## src/ppdu_pkg.sv

```systemverilog
// Package for the period/duty PWM unit: field layouts, reset values, modes.
// Assumes a single 200 MHz clock domain and plain control ports, no register bus.
package ppdu_pkg;

    localparam int unsigned CLK_MHZ          = 200;
    localparam int unsigned CLK_PERIOD_PS    = 1_000_000 / CLK_MHZ;

    // One oscillator period is one system clock; four make an instruction cycle
    localparam logic [1:0]  Q_PHASES_M1      = 2'h3;

    localparam logic [7:0]  PERIOD_LIMIT_RST = 8'hFF;
    localparam logic [7:0]  COUNTER_RST      = 8'h00;
    localparam logic [5:0]  CPC_RST          = 6'h00;
    localparam logic [6:0]  PTC_RST          = 7'h00;
    localparam logic [9:0]  DUTY_ZERO        = 10'h000;

    // Capture/PWM control field positions
    localparam int unsigned CPC_DUTY_LO_HI   = 5;
    localparam int unsigned CPC_DUTY_LO_LO   = 4;
    localparam int unsigned CPC_MODE_HI      = 3;
    localparam int unsigned CPC_MODE_LO      = 0;
    localparam logic [1:0]  CPC_PWM_SEL      = 2'h3;

    // Period timer control field positions
    localparam int unsigned PTC_POST_HI      = 6;
    localparam int unsigned PTC_POST_LO      = 3;
    localparam int unsigned PTC_ON_BIT       = 2;
    localparam int unsigned PTC_PRE_HI       = 1;
    localparam int unsigned PTC_PRE_LO       = 0;

    // Prescaler ratios 1, 4, 16 in instruction cycles
    localparam logic [3:0]  PRE_DIV1_M1      = 4'h0;
    localparam logic [3:0]  PRE_DIV4_M1      = 4'h3;
    localparam logic [3:0]  PRE_DIV16_M1     = 4'hF;

    typedef struct packed {
        logic       wr_en;
        logic [7:0] data;
    } ppdu_wr8_t;

    typedef struct packed {
        logic       wr_en;
        logic [6:0] data;
    } ppdu_wr7_t;

    typedef struct packed {
        logic       wr_en;
        logic [5:0] data;
    } ppdu_wr6_t;

    typedef enum logic [2:0] {
        PPDU_OFF  = 3'b001,
        PPDU_HIGH = 3'b010,
        PPDU_LOW  = 3'b100
    } ppdu_out_state_t;

endpackage

```

## src/ppdu_prescaler.sv

```systemverilog
// Period timer prescaler: instruction-cycle phase and divided increment pulse.
// Assumes same-clock enables from the main unit.
`timescale 1ns/1ps
`default_nettype none
module ppdu_prescaler (
    input  wire logic       clk,      // System clock, one oscillator period
    input  wire logic       rst,      // Synchronous reset, active high
    input  wire logic       run,      // Timer on
    input  wire logic [1:0] pre_sel,  // Prescale select
    output logic            inc,      // Timer increment pulse
    output logic [3:0]      pre_cnt,  // Prescale count only, q phase not included
    output logic [1:0]      sub_bits  // Two low compare bits
);
    logic [1:0] q_r;
    logic [3:0] p_r;
    wire  [3:0] p_max;
    wire        q_end;
    wire        p_end;

    function automatic logic [3:0] div_m1(input logic [1:0] sel);
        case (sel)
            2'h0:    div_m1 = ppdu_pkg::PRE_DIV1_M1;
            2'h1:    div_m1 = ppdu_pkg::PRE_DIV4_M1;
            default: div_m1 = ppdu_pkg::PRE_DIV16_M1;
        endcase
    endfunction

    assign p_max = div_m1(pre_sel);
    assign q_end = (q_r == ppdu_pkg::Q_PHASES_M1);
    assign p_end = (p_r >= p_max);
    assign inc   = run && q_end && p_end;
    assign pre_cnt = p_r;
    // Sub-period bits: q phase at 1:1, low two prescale bits at 1:4, top two at 1:16,
    // so every sub-step is a quarter of one counter step at any ratio
    assign sub_bits = (pre_sel == 2'h0) ? q_r :
                      (pre_sel == 2'h1) ? p_r[1:0] : p_r[3:2];

    always_ff @(posedge clk) begin
        if (rst || !run) begin
            q_r <= 2'h0;
            p_r <= 4'h0;
        end else begin
            q_r <= q_r + 2'h1;
            if (q_end) begin
                p_r <= p_end ? 4'h0 : p_r + 4'h1;
            end
        end
    end
endmodule
`default_nettype wire

```

## src/ppdu_top.sv

```systemverilog
// Period/duty PWM unit: period timer, double-buffered 10-bit duty, output pin.
// Assumes control writes arrive as same-clock strobes; no register bus.
//
// Contract
// Period is (limit+1)*4*prescale oscillator periods
// Counter clears on increment after limit match
// Output set at period start unless duty zero
// Staged duty copied to active at match
// Postscaler affects only match event rate
// Duty is staging byte plus control bits 5:4
// High time is duty*osc period*prescale
// Duty writes anytime, effective next period
// Active duty read-only in PWM mode
// Double buffer with 2-bit low latch
// Clear output when duty equals extended counter
// Duty beyond period keeps output high
// Period limit resets and wakes to ones
// Counter clears on reset, kept over wake
// Capture/PWM control clears on reset
// Timer control clears; top bit reads zero
// Clearing control forces output latch low
// Software must enable pin direction externally
// Counter advances per instruction cycle over prescale
`timescale 1ns/1ps
`default_nettype none
module ppdu_top (
    input  wire logic               clk,                  // 200 MHz system clock
    input  wire logic               rst,                  // Synchronous reset, any reset type
    input  wire logic               wake,                 // Wake-up from sleep pulse
    input  wire ppdu_pkg::ppdu_wr8_t period_limit_wr,     // Period limit write
    input  wire ppdu_pkg::ppdu_wr8_t duty_staging_wr,     // Duty staging write
    input  wire ppdu_pkg::ppdu_wr8_t duty_active_wr,      // Active duty write
    input  wire ppdu_pkg::ppdu_wr6_t capture_pwm_ctrl_wr, // Capture/PWM control write
    input  wire ppdu_pkg::ppdu_wr7_t period_timer_ctrl_wr,// Period timer control write
    output logic [7:0]              period_limit,         // Period limit readback
    output logic [7:0]              period_counter,       // Period counter readback
    output logic [7:0]              duty_staging,         // Duty staging readback
    output logic [7:0]              duty_active,          // Active duty readback
    output logic [7:0]              capture_pwm_control,  // Control readback, top two bits zero
    output logic [7:0]              period_timer_control, // Timer control readback, bit 7 zero
    output logic                    match_event,          // Postscaled timer match pulse
    output logic                    pwm_output_pin        // PWM output latch
);
    logic [7:0]  limit_r;
    logic [7:0]  cnt_r;
    logic [7:0]  stage_r;
    logic [7:0]  active_r;
    logic [1:0]  active_lo_r;
    logic [5:0]  cpc_r;
    logic [6:0]  ptc_r;
    logic [3:0]  post_r;
    logic        match_r;
    logic        pin_r;
    ppdu_pkg::ppdu_out_state_t st_r;
    ppdu_pkg::ppdu_out_state_t st_nxt;

    wire         inc;
    wire [1:0]   sub_bits;
    wire         run;
    wire         pwm_mode;
    wire         at_limit;
    wire         period_start;
    wire [9:0]   staged_duty;
    wire [9:0]   live_duty;
    wire [9:0]   ext_count;
    wire         duty_hit;
    wire         post_end;

    assign run      = ptc_r[ppdu_pkg::PTC_ON_BIT];
    assign pwm_mode = (cpc_r[ppdu_pkg::CPC_MODE_HI -: 2] == ppdu_pkg::CPC_PWM_SEL);
    assign at_limit = (cnt_r == limit_r);
    assign period_start = inc && at_limit;
    assign staged_duty  = {stage_r, cpc_r[ppdu_pkg::CPC_DUTY_LO_HI:ppdu_pkg::CPC_DUTY_LO_LO]};
    assign live_duty    = {active_r, active_lo_r};
    assign ext_count    = {cnt_r, sub_bits};
    // Duty longer than the period never matches, so the pin stays high
    assign duty_hit     = (live_duty == ext_count);
    assign post_end     = (post_r == ptc_r[ppdu_pkg::PTC_POST_HI:ppdu_pkg::PTC_POST_LO]);

    ppdu_prescaler u_pre (
        .clk      (clk),
        .rst      (rst),
        .run      (run),
        .pre_sel  (ptc_r[ppdu_pkg::PTC_PRE_HI:ppdu_pkg::PTC_PRE_LO]),
        .inc      (inc),
        .pre_cnt  (),
        .sub_bits (sub_bits)
    );

    // Configuration registers; wake leaves them alone except the limit
    always_ff @(posedge clk) begin
        if (rst || wake) begin
            limit_r <= ppdu_pkg::PERIOD_LIMIT_RST;
        end else if (period_limit_wr.wr_en) begin
            limit_r <= period_limit_wr.data;
        end
    end

    always_ff @(posedge clk) begin
        if (rst) begin
            cpc_r <= ppdu_pkg::CPC_RST;
            ptc_r <= ppdu_pkg::PTC_RST;
        end else begin
            if (capture_pwm_ctrl_wr.wr_en) begin
                cpc_r <= capture_pwm_ctrl_wr.data;
            end
            if (period_timer_ctrl_wr.wr_en) begin
                ptc_r <= period_timer_ctrl_wr.data;
            end
        end
    end

    // Staging is never reset; writes land immediately, pulse untouched
    always_ff @(posedge clk) begin
        if (duty_staging_wr.wr_en) begin
            stage_r <= duty_staging_wr.data;
        end
    end

    // Period counter: wrap at limit match (R01 period length)
    always_ff @(posedge clk) begin
        if (rst) begin
            cnt_r <= ppdu_pkg::COUNTER_RST;
        end else if (period_start) begin
            cnt_r <= ppdu_pkg::COUNTER_RST;
        end else if (inc) begin
            cnt_r <= cnt_r + 8'h01;
        end
    end

    // Active duty: loads only at the period boundary in PWM mode
    always_ff @(posedge clk) begin
        if (rst) begin
            active_r    <= 8'h00;
            active_lo_r <= 2'h0;
        end else if (pwm_mode) begin
            if (period_start) begin
                active_r    <= staged_duty[9:2];
                active_lo_r <= staged_duty[1:0];
            end
        end else if (duty_active_wr.wr_en) begin
            active_r <= duty_active_wr.data;
        end
    end

    // Postscaler only paces the match event, never the PWM period
    always_ff @(posedge clk) begin
        if (rst) begin
            post_r  <= 4'h0;
            match_r <= 1'b0;
        end else begin
            match_r <= period_start && post_end;
            if (period_start) begin
                post_r <= post_end ? 4'h0 : post_r + 4'h1;
            end
        end
    end

    // Output latch state machine
    always_comb begin
        st_nxt = st_r;
        case (st_r)
            ppdu_pkg::PPDU_OFF: begin
                if (pwm_mode && period_start) begin
                    st_nxt = (staged_duty == ppdu_pkg::DUTY_ZERO) ? ppdu_pkg::PPDU_LOW
                                                                  : ppdu_pkg::PPDU_HIGH;
                end
            end
            ppdu_pkg::PPDU_HIGH: begin
                if (!pwm_mode) begin
                    st_nxt = ppdu_pkg::PPDU_OFF;
                end else if (period_start) begin
                    st_nxt = (staged_duty == ppdu_pkg::DUTY_ZERO) ? ppdu_pkg::PPDU_LOW
                                                                  : ppdu_pkg::PPDU_HIGH;
                end else if (run && duty_hit) begin
                    st_nxt = ppdu_pkg::PPDU_LOW;
                end
            end
            ppdu_pkg::PPDU_LOW: begin
                if (!pwm_mode) begin
                    st_nxt = ppdu_pkg::PPDU_OFF;
                end else if (period_start && staged_duty != ppdu_pkg::DUTY_ZERO) begin
                    st_nxt = ppdu_pkg::PPDU_HIGH;
                end
            end
            default: st_nxt = ppdu_pkg::PPDU_OFF;
        endcase
    end

    always_ff @(posedge clk) begin
        if (rst) begin
            st_r  <= ppdu_pkg::PPDU_OFF;
            pin_r <= 1'b0;
        end else begin
            st_r  <= st_nxt;
            // Rise one clock after the wrap: the compare sees count d only after
            // d clocks, so following st_nxt would give duty plus one clocks high
            pin_r <= (st_r == ppdu_pkg::PPDU_HIGH) && (st_nxt == ppdu_pkg::PPDU_HIGH);
        end
    end

    // Registered readbacks
    always_ff @(posedge clk) begin
        if (rst) begin
            period_limit         <= ppdu_pkg::PERIOD_LIMIT_RST;
            period_counter       <= ppdu_pkg::COUNTER_RST;
            duty_staging         <= 8'h00;
            duty_active          <= 8'h00;
            capture_pwm_control  <= 8'h00;
            period_timer_control <= 8'h00;
            match_event          <= 1'b0;
            pwm_output_pin       <= 1'b0;
        end else begin
            period_limit         <= limit_r;
            period_counter       <= cnt_r;
            duty_staging         <= stage_r;
            duty_active          <= active_r;
            capture_pwm_control  <= {2'h0, cpc_r};
            period_timer_control <= {1'b0, ptc_r};
            match_event          <= match_r;
            pwm_output_pin       <= pin_r;
        end
    end
endmodule
`default_nettype wire

```

## config.mk

```make
export PLATFORM = sky130hd
export DESIGN_NAME = ppdu_top
export DESIGN_NICKNAME = d
export VERILOG_FILES = /design/src/ppdu_pkg.sv /design/src/ppdu_prescaler.sv /design/src/ppdu_top.sv
export SDC_FILE = /design/constraint.sdc
export NUM_CORES = 1
export LEC_CHECK = 0
export BUFFER_PORTS_ARGS = -buffer_cell sky130_fd_sc_hd__buf_2
export CORE_MARGIN = 3
export CORE_UTILIZATION = 40
export DETAILED_ROUTE_END_ITERATION = 6
export SYNTH_ARGS = -nofsm -noshare
export SYNTH_HDL_FRONTEND = slang
export SYNTH_SLANG_ARGS = --single-unit
```

## constraint.sdc

```tcl
create_clock -name clk -period 5.74 [get_ports clk]
set_input_delay 0.861 -clock clk [delete_from_list [all_inputs] [get_ports clk]]
set_output_delay 0.861 -clock clk [all_outputs]
set_load 0.02 [all_outputs]
```

# Yosys cells after proc, flatten, opt, wreduce, memory -nomap -nowiden
# Cells that the tools add are included.
[totals]
register_bits = 112
in_bits = 45
[op_classes]
n_addsub = 4
n_lt_le_gt_ge = 1
n_eq_ne = 11
muxes = 16
n_reduce_logical = 18
[op_table]
columns = ["cell", "n"]
rows = [
  ["two-way mux 8 bit", 3],
  ["two-way mux 3 bit", 7],
  ["equality test 10 bit", 1],
  ["zero test 10 bit", 1],
  ["nonzero test 10 bit", 1],
  ["case mux 3 bit (3 select lines)", 1],
  ["adder 4 x 1 -> 4 bit, second input constant", 2],
  ["adder 8 x 1 -> 8 bit, second input constant", 1],
  ["equality test 8 bit", 1],
  ["logical AND 1 bit", 8],
  ["two-way mux 4 bit", 2],
  ["case mux 4 bit (2 select lines)", 1],
  ["equality test 3 x 2 -> 1 bit, second input constant", 2],
  ["equality test 2 bit, second input constant", 2],
  ["equality test 4 bit", 1],
  [">= comparator 4 bit", 1],
  ["two-way mux 2 bit", 2],
  ["AND reduction 2 bit", 2],
  ["equality test 3 x 1 -> 1 bit, second input constant", 1],
  ["equality test 3 bit, second input constant", 1],
  ["adder 2 x 1 -> 2 bit, second input constant", 1],
  ["equality test 2 x 1 -> 1 bit, second input constant", 1],
  ["zero test 2 bit", 1],
  ["logical OR 1 bit", 2],
  ["4 further kinds", 4],
]

# Longest topological paths before layout
[depth]
depth_word = 11
ltp_mapped = 9

# Cells and area by module
# A second synthesis with hierarchy kept.
[hier_totals]
hier_cells = 406
area_unflattened_um2 = 4234.1
[by_module_without_submodules]
columns = ["module", "instances", "cells_per_inst", "area_per_inst_um2", "seq_area_each_um2"]
rows = [
  ["ppdu_top", 1, 359, 3809.9, 2142.1],
  ["ppdu_prescaler", 1, 47, 424.2, 120.1],
]

# Worst setup path after synthesis
# Ideal clock, no wire load.
[synth_timing]
path_kind = "register to register"
from = "register ptc_r[0]"
to = "register cnt_r[2]"
setup_time_ns = 0.071
arrival_ns = 2.244
required_ns = 5.669
setup_slack_ns = 3.425
stages_incl_launch_ff = 10
n_path_buf = 2
synth_period_minus_slack_ns = 2.315
path_cell_list = "dfxtp_1 > or2_2 > ha_1 > nand2b_1 > a2111o_1 > nand3_1 > buf_2 > buf_2 > o21ai_0 > a21oi_1"
[synth_via]
elab_chain_cells = 6
word_cells_on_any_way = 7
classes_between = "1 x order compare; 1 x eq/ne; 1 x mux; 4 x reduce/logical"
[synth_rtl]
columns = ["element", "line_no", "source"]
rows = [
  ["start: declaration", "ppdu_top.sv:50", "logic [6:0] ptc_r;"],
  ["start signal: assignment", "ppdu_top.sv:102", "ptc_r <= ppdu_pkg::PTC_RST;"],
  ["start signal: assignment", "ppdu_top.sv:108", "ptc_r <= period_timer_ctrl_wr.data;"],
  ["equality test 2 x 1 -> 1 bit or zero test 2 bit (tied branches)", "ppdu_prescaler.sv:21", "case (sel)"],
  ["case mux 4 bit (2 select lines) (*)", "ppdu_prescaler.sv:21", ""],
  [">= comparator 4 bit (*)", "ppdu_prescaler.sv:30", "assign p_end = (p_r >= p_max);"],
  ["logical AND 1 bit (*)", "ppdu_prescaler.sv:31", "assign inc = run && q_end && p_end;"],
  ["logical AND 1 bit", "ppdu_top.sv:72", "assign period_start = inc && at_limit;"],
  ["OR reduction 2 bit (no line)", "n/a", ""],
  ["end signal: assignment", "ppdu_top.sv:123", "cnt_r <= ppdu_pkg::COUNTER_RST;"],
  ["end signal: assignment", "ppdu_top.sv:125", "cnt_r <= ppdu_pkg::COUNTER_RST;"],
  ["end signal: assignment", "ppdu_top.sv:127", "cnt_r <= cnt_r + 8'h01;"],
  ["end: declaration", "ppdu_top.sv:45", "logic [7:0] cnt_r;"],
]
# Every way passes the cells marked *; elsewhere a longest branch is shown, timed or not.
# A chain may end at the register's enable or synchronous reset.

# Final worst setup path
[layout_timing]
from = "register ptc_r[0]"
to = "register active_r[4]"
[layout_via]
elab_chain_cells = 7
word_cells_on_any_way = 8
classes_between = "1 x order compare; 2 x eq/ne; 1 x mux; 4 x reduce/logical"
[layout_rtl]
columns = ["element", "line_no", "source"]
rows = [
  ["equality test 2 x 1 -> 1 bit or zero test 2 bit (tied branches)", "ppdu_prescaler.sv:21", ""],
  ["case mux 4 bit (2 select lines) (*)", "ppdu_prescaler.sv:21", ""],
  [">= comparator 4 bit (*)", "ppdu_prescaler.sv:30", ""],
  ["logical AND 1 bit (*)", "ppdu_prescaler.sv:31", ""],
  ["logical AND 1 bit (*)", "ppdu_top.sv:72", ""],
  ["inequality test 2 x 1 -> 1 bit (no line) (*)", "n/a", ""],
  ["AND reduction 2 bit (no line) (*)", "n/a", ""],
  ["end signal: assignment", "ppdu_top.sv:138", "active_r <= staged_duty[9:2];"],
  ["end signal: assignment", "ppdu_top.sv:142", "active_r <= duty_active_wr.data;"],
  ["end: declaration", "ppdu_top.sv:47", "logic [7:0] active_r;"],
]
# Marked as above.

==> run_results.csv <==
group,metric,value,unit
worst_setup_path,worst-path-max-fanout,25,
run,drv_cap,0,
die,die-width,109,um
global_route,grt_first_pass_wirelength,14500,um
synth,yosysWarningCount,0,
synth,synth_cell_type_count,44,
clock_network,cts_root_buffer,"clkbuf_8",
worst_setup_path,start_kind,"flip-flop",
sta,period_share,0.541,
drt,postRouteWirelength,8910,um
die,start_util,0.421,
drt,vias,3072,
sta,max_freq,0.322,GHz
drt,viasPerCell,4.89,
synth,synthCells,411,
finish,fin_util,0.497,
global_route,first_global_vias,2985,
drt,drcViolationCount,0,
global_route,grt_antenna_before_repair,0,
die,die_h,109,um
worst_setup_path,startpoint,"ptc_r[0]$_SDFFE_PP0P_",
power_and_ir_drop,p_per_area,294,nW/um^2
sta,clock_skew,0.0132,ns
global_route,use_met3,0.0302,
min_path,hold_start,"pin_r$_SDFF_PP0_",
global_route,track_usage,0.156,
finish,drive_gt1_frac,0.261,
power_and_ir_drop,vdd_drop_max,0.152,mV
finish,ff_latch_area,2260,sq um
worst_setup_path,cp.required,6.00,ns
placement,gp_congestion,0.788,
power_and_ir_drop,power_frac_seq,0.551,
drt,antenna_left,0,
drt,dr.pass1.iters,4,
power_and_ir_drop,cell_internal_pwr,1130,uW
min_path,hold_class,"reg2reg",
finish,nFillCells,955,
sta,hold_viol_final,0,
finish,diodes,0,
global_route,gr-usage-met2,0.248,
die,io_pins,95,
clock_network,clkTransAtPathRegs,0.11,ns
clock_network,cts_tree,"yes",
global_route,grt.busiest_layer,"met2",
finish,nets,543,
clock_network,clock_path_buffers,2,
clock_network,post_cts.repair.setup_buffers,0,
die,fp-row-count,36,
drt,drt_iter0_drc,168,
global_route,grt_max_degree,62,
sta,finalSetupViolCount,0,
finish,syn_to_final_growth,18.0,%
placement,hpwl,6280,um
clock_network,cts.htree.levels,3,
sta,rsz0062_at_grt,"false",
sta,max-slew-margin-rel,0.370,
synth,synth.avg_cell_area,10.3,sq um
clock_network,insertion_delay,0.37,ns
placement,portBuffers,91,
outcome,outcome,"finished clean",
sta,maxSlewViolCount,0,
power_and_ir_drop,p_sw_frac,0.228,
sta,fin_hold_ws,0.445,ns
sta,period_needed,3.11,ns
synth,ys_seq_area_frac,0.535,
drt,wl_per_cell,14.2,um
clock_network,cts.sink_count,109,
synth,ys.flop_type,"dfxtp_1",
die,dieArea,11800,sq um
finish,multi_input_area,1830,sq um
global_route,gr-total-overflow,0,
die,coreArea,10000,sq um
power_and_ir_drop,power.share.combinational,0.073,
sta,worst_pin_slew,0.942,ns
worst_setup_path,end_kind,"flip-flop",
synth,synthArstFlopShare,0,
power_and_ir_drop,p_sw,335,uW
worst_setup_path,worstSetupPathType,"reg2reg",
clock_network,cts_resized,0,
power_and_ir_drop,p_leak,0.00215,uW
worst_setup_path,r2r_slack,2.63,ns
power_and_ir_drop,power.share.clock,0.376,
worst_setup_path,reg2reg_from,"ptc_r[0]$_SDFFE_PP0P_",
synth,syn-cell-area,4230,sq um
worst_setup_path,cp_data_arrival_time,3.37,ns
synth,ys_seq_elements,109,
synth,synth_edf_count,8,
sta,finalSetupTns,0,ns
clock_network,cts_buffers,9,
global_route,met1_usage,0.206,
clock_network,cts-hold-fix-buffers,0,
-- path summary, 6_finish.rpt --
check,endpoint,cells after the start
max reg2reg,active_r[4]$_SDFFE_PP0P_,7
max,active_r[4]$_SDFFE_PP0P_,7
min reg2reg,pwm_output_pin$_SDFF_PP0_,1
min,pwm_output_pin$_SDFF_PP0_,1
-- power groups by stage --
stage / registers (uW) / clock network, uW / logic [uW]
3_5_place_dp: 826 / 0 / 109
5_1_grt: 812 / 599 / 120
2_1_floorplan: 835 / 0 / 59.7
3_3_place_gp: 826 / 0 / 107
4_1_cts: 809 / 567 / 110
6_report: 808 / 551 / 108
-- cell type report --
cell class	instances	share of cell area
clock buffer	9	0.0248
tap	133	0.0334
sequential	109	0.453
timing repair buffer	92	0.0928
multi-input combinational	273	0.367
inverter	5	0.00376
clock inverter	7	0.0243
-- cells in the final DEF (no fill, tap or decap), types with 3 or more instances in the layout --
master       n
a21oi_1     25
and2_1       4
buf_2       91
bufinv_16    3
clkbuf_8     9
conb_1       3
dfxtp_1    101
edfxtp_1     8
ha_1         8
inv_1        5
mux2_2       8
mux2i_1     24
nand2_1     35
nand3_1      8
nand4_1      9
nor2_1      24
nor2b_1     42
nor4_1       4
o21ai_0      9
o31ai_1      9
or2_2        9
or4_1        5
xnor2_1      6
xor2_1      19
-- cells by family after synthesis --
group | synth area share
buffers and inverters | 0.0331
multiplexers | 0.0781
AO/OA/AOI/OAI | 0.0764
AND/OR/NAND/NOR | 0.201
other | 0.000887
flip-flops | 0.535
adder cells (fa/ha/maj) | 0.0237
XOR/XNOR | 0.0518
-- state kept, by name, indices dropped and copies added, names as in the netlist --
signal / count
cpc_r: 6
duty_staging: 8
limit_r: 8
active_lo_r: 2
duty_active: 8
match_event: 1
stage_r: 8
period_counter: 8
pin_r: 1
active_r: 8
post_r: 4
period_timer_control: 7
capture_pwm_control: 6
u_pre.pre_cnt: 4
period_limit: 8
u_pre.q_r: 2
pwm_output_pin: 1
ptc_r: 7
st_r: 3
cnt_r: 8
match_r: 1
-- through the flow --
step | instance area, sq um | total power [uW] | cells | worst slack (ns)
6_report | 4990 | 1470 | 628 | 2.63
5_1_grt | 4990 | 1530 | 628 | 2.38
4_1_cts | 4990 | 1490 | 628 | 2.64
3_5_place_dp | 4740 | 935 | 612 | 2.67
3_3_place_gp | 4740 | 933 | 612 | 2.75
2_1_floorplan | 4240 | 895 | 413 | 3.43
-- synthesized netlist by cell type (4+ instances only) --
master    count  area [sq um]
a21oi_1      25           125
and2_1        4          25.0
buf_1         4          15.0
clkbuf_1     14          52.6
dfxtp_1     101          2020
edfxtp_1      8           240
ha_1          8           100
inv_1         5          18.8
mux2_2        8          90.1
mux2i_1      24           240
nand2_1      35           131
nand3_1       8          40.0
nand4_1       9          56.3
nor2_1       24          90.1
nor2b_1      42           263
nor4_1        4          25.0
o21ai_0       9          45.0
o31ai_1       9          67.6
or2_2         9          56.3
or4_1         5          37.5
xnor2_1       6          52.6
xor2_1       19           166
-- layer usage --
metal,share of wire,up-vias
met5,0,-
met4,0.019,0
met3,0.049,13
met2,0.46,73
met1,0.47,1423
li1,-,1563
-- worst max-delay path, cell delays in order, from the launching register on --
cell and delay [ns]:
dfxtp_1 0.38, or2_2 0.32, ha_1 0.27, nand2b_1 0.10, a2111o_1 0.17, nand3_1 0.67
o31ai_4 0.69, mux2_2 0.39
Power figures use the tool's default switching activity.
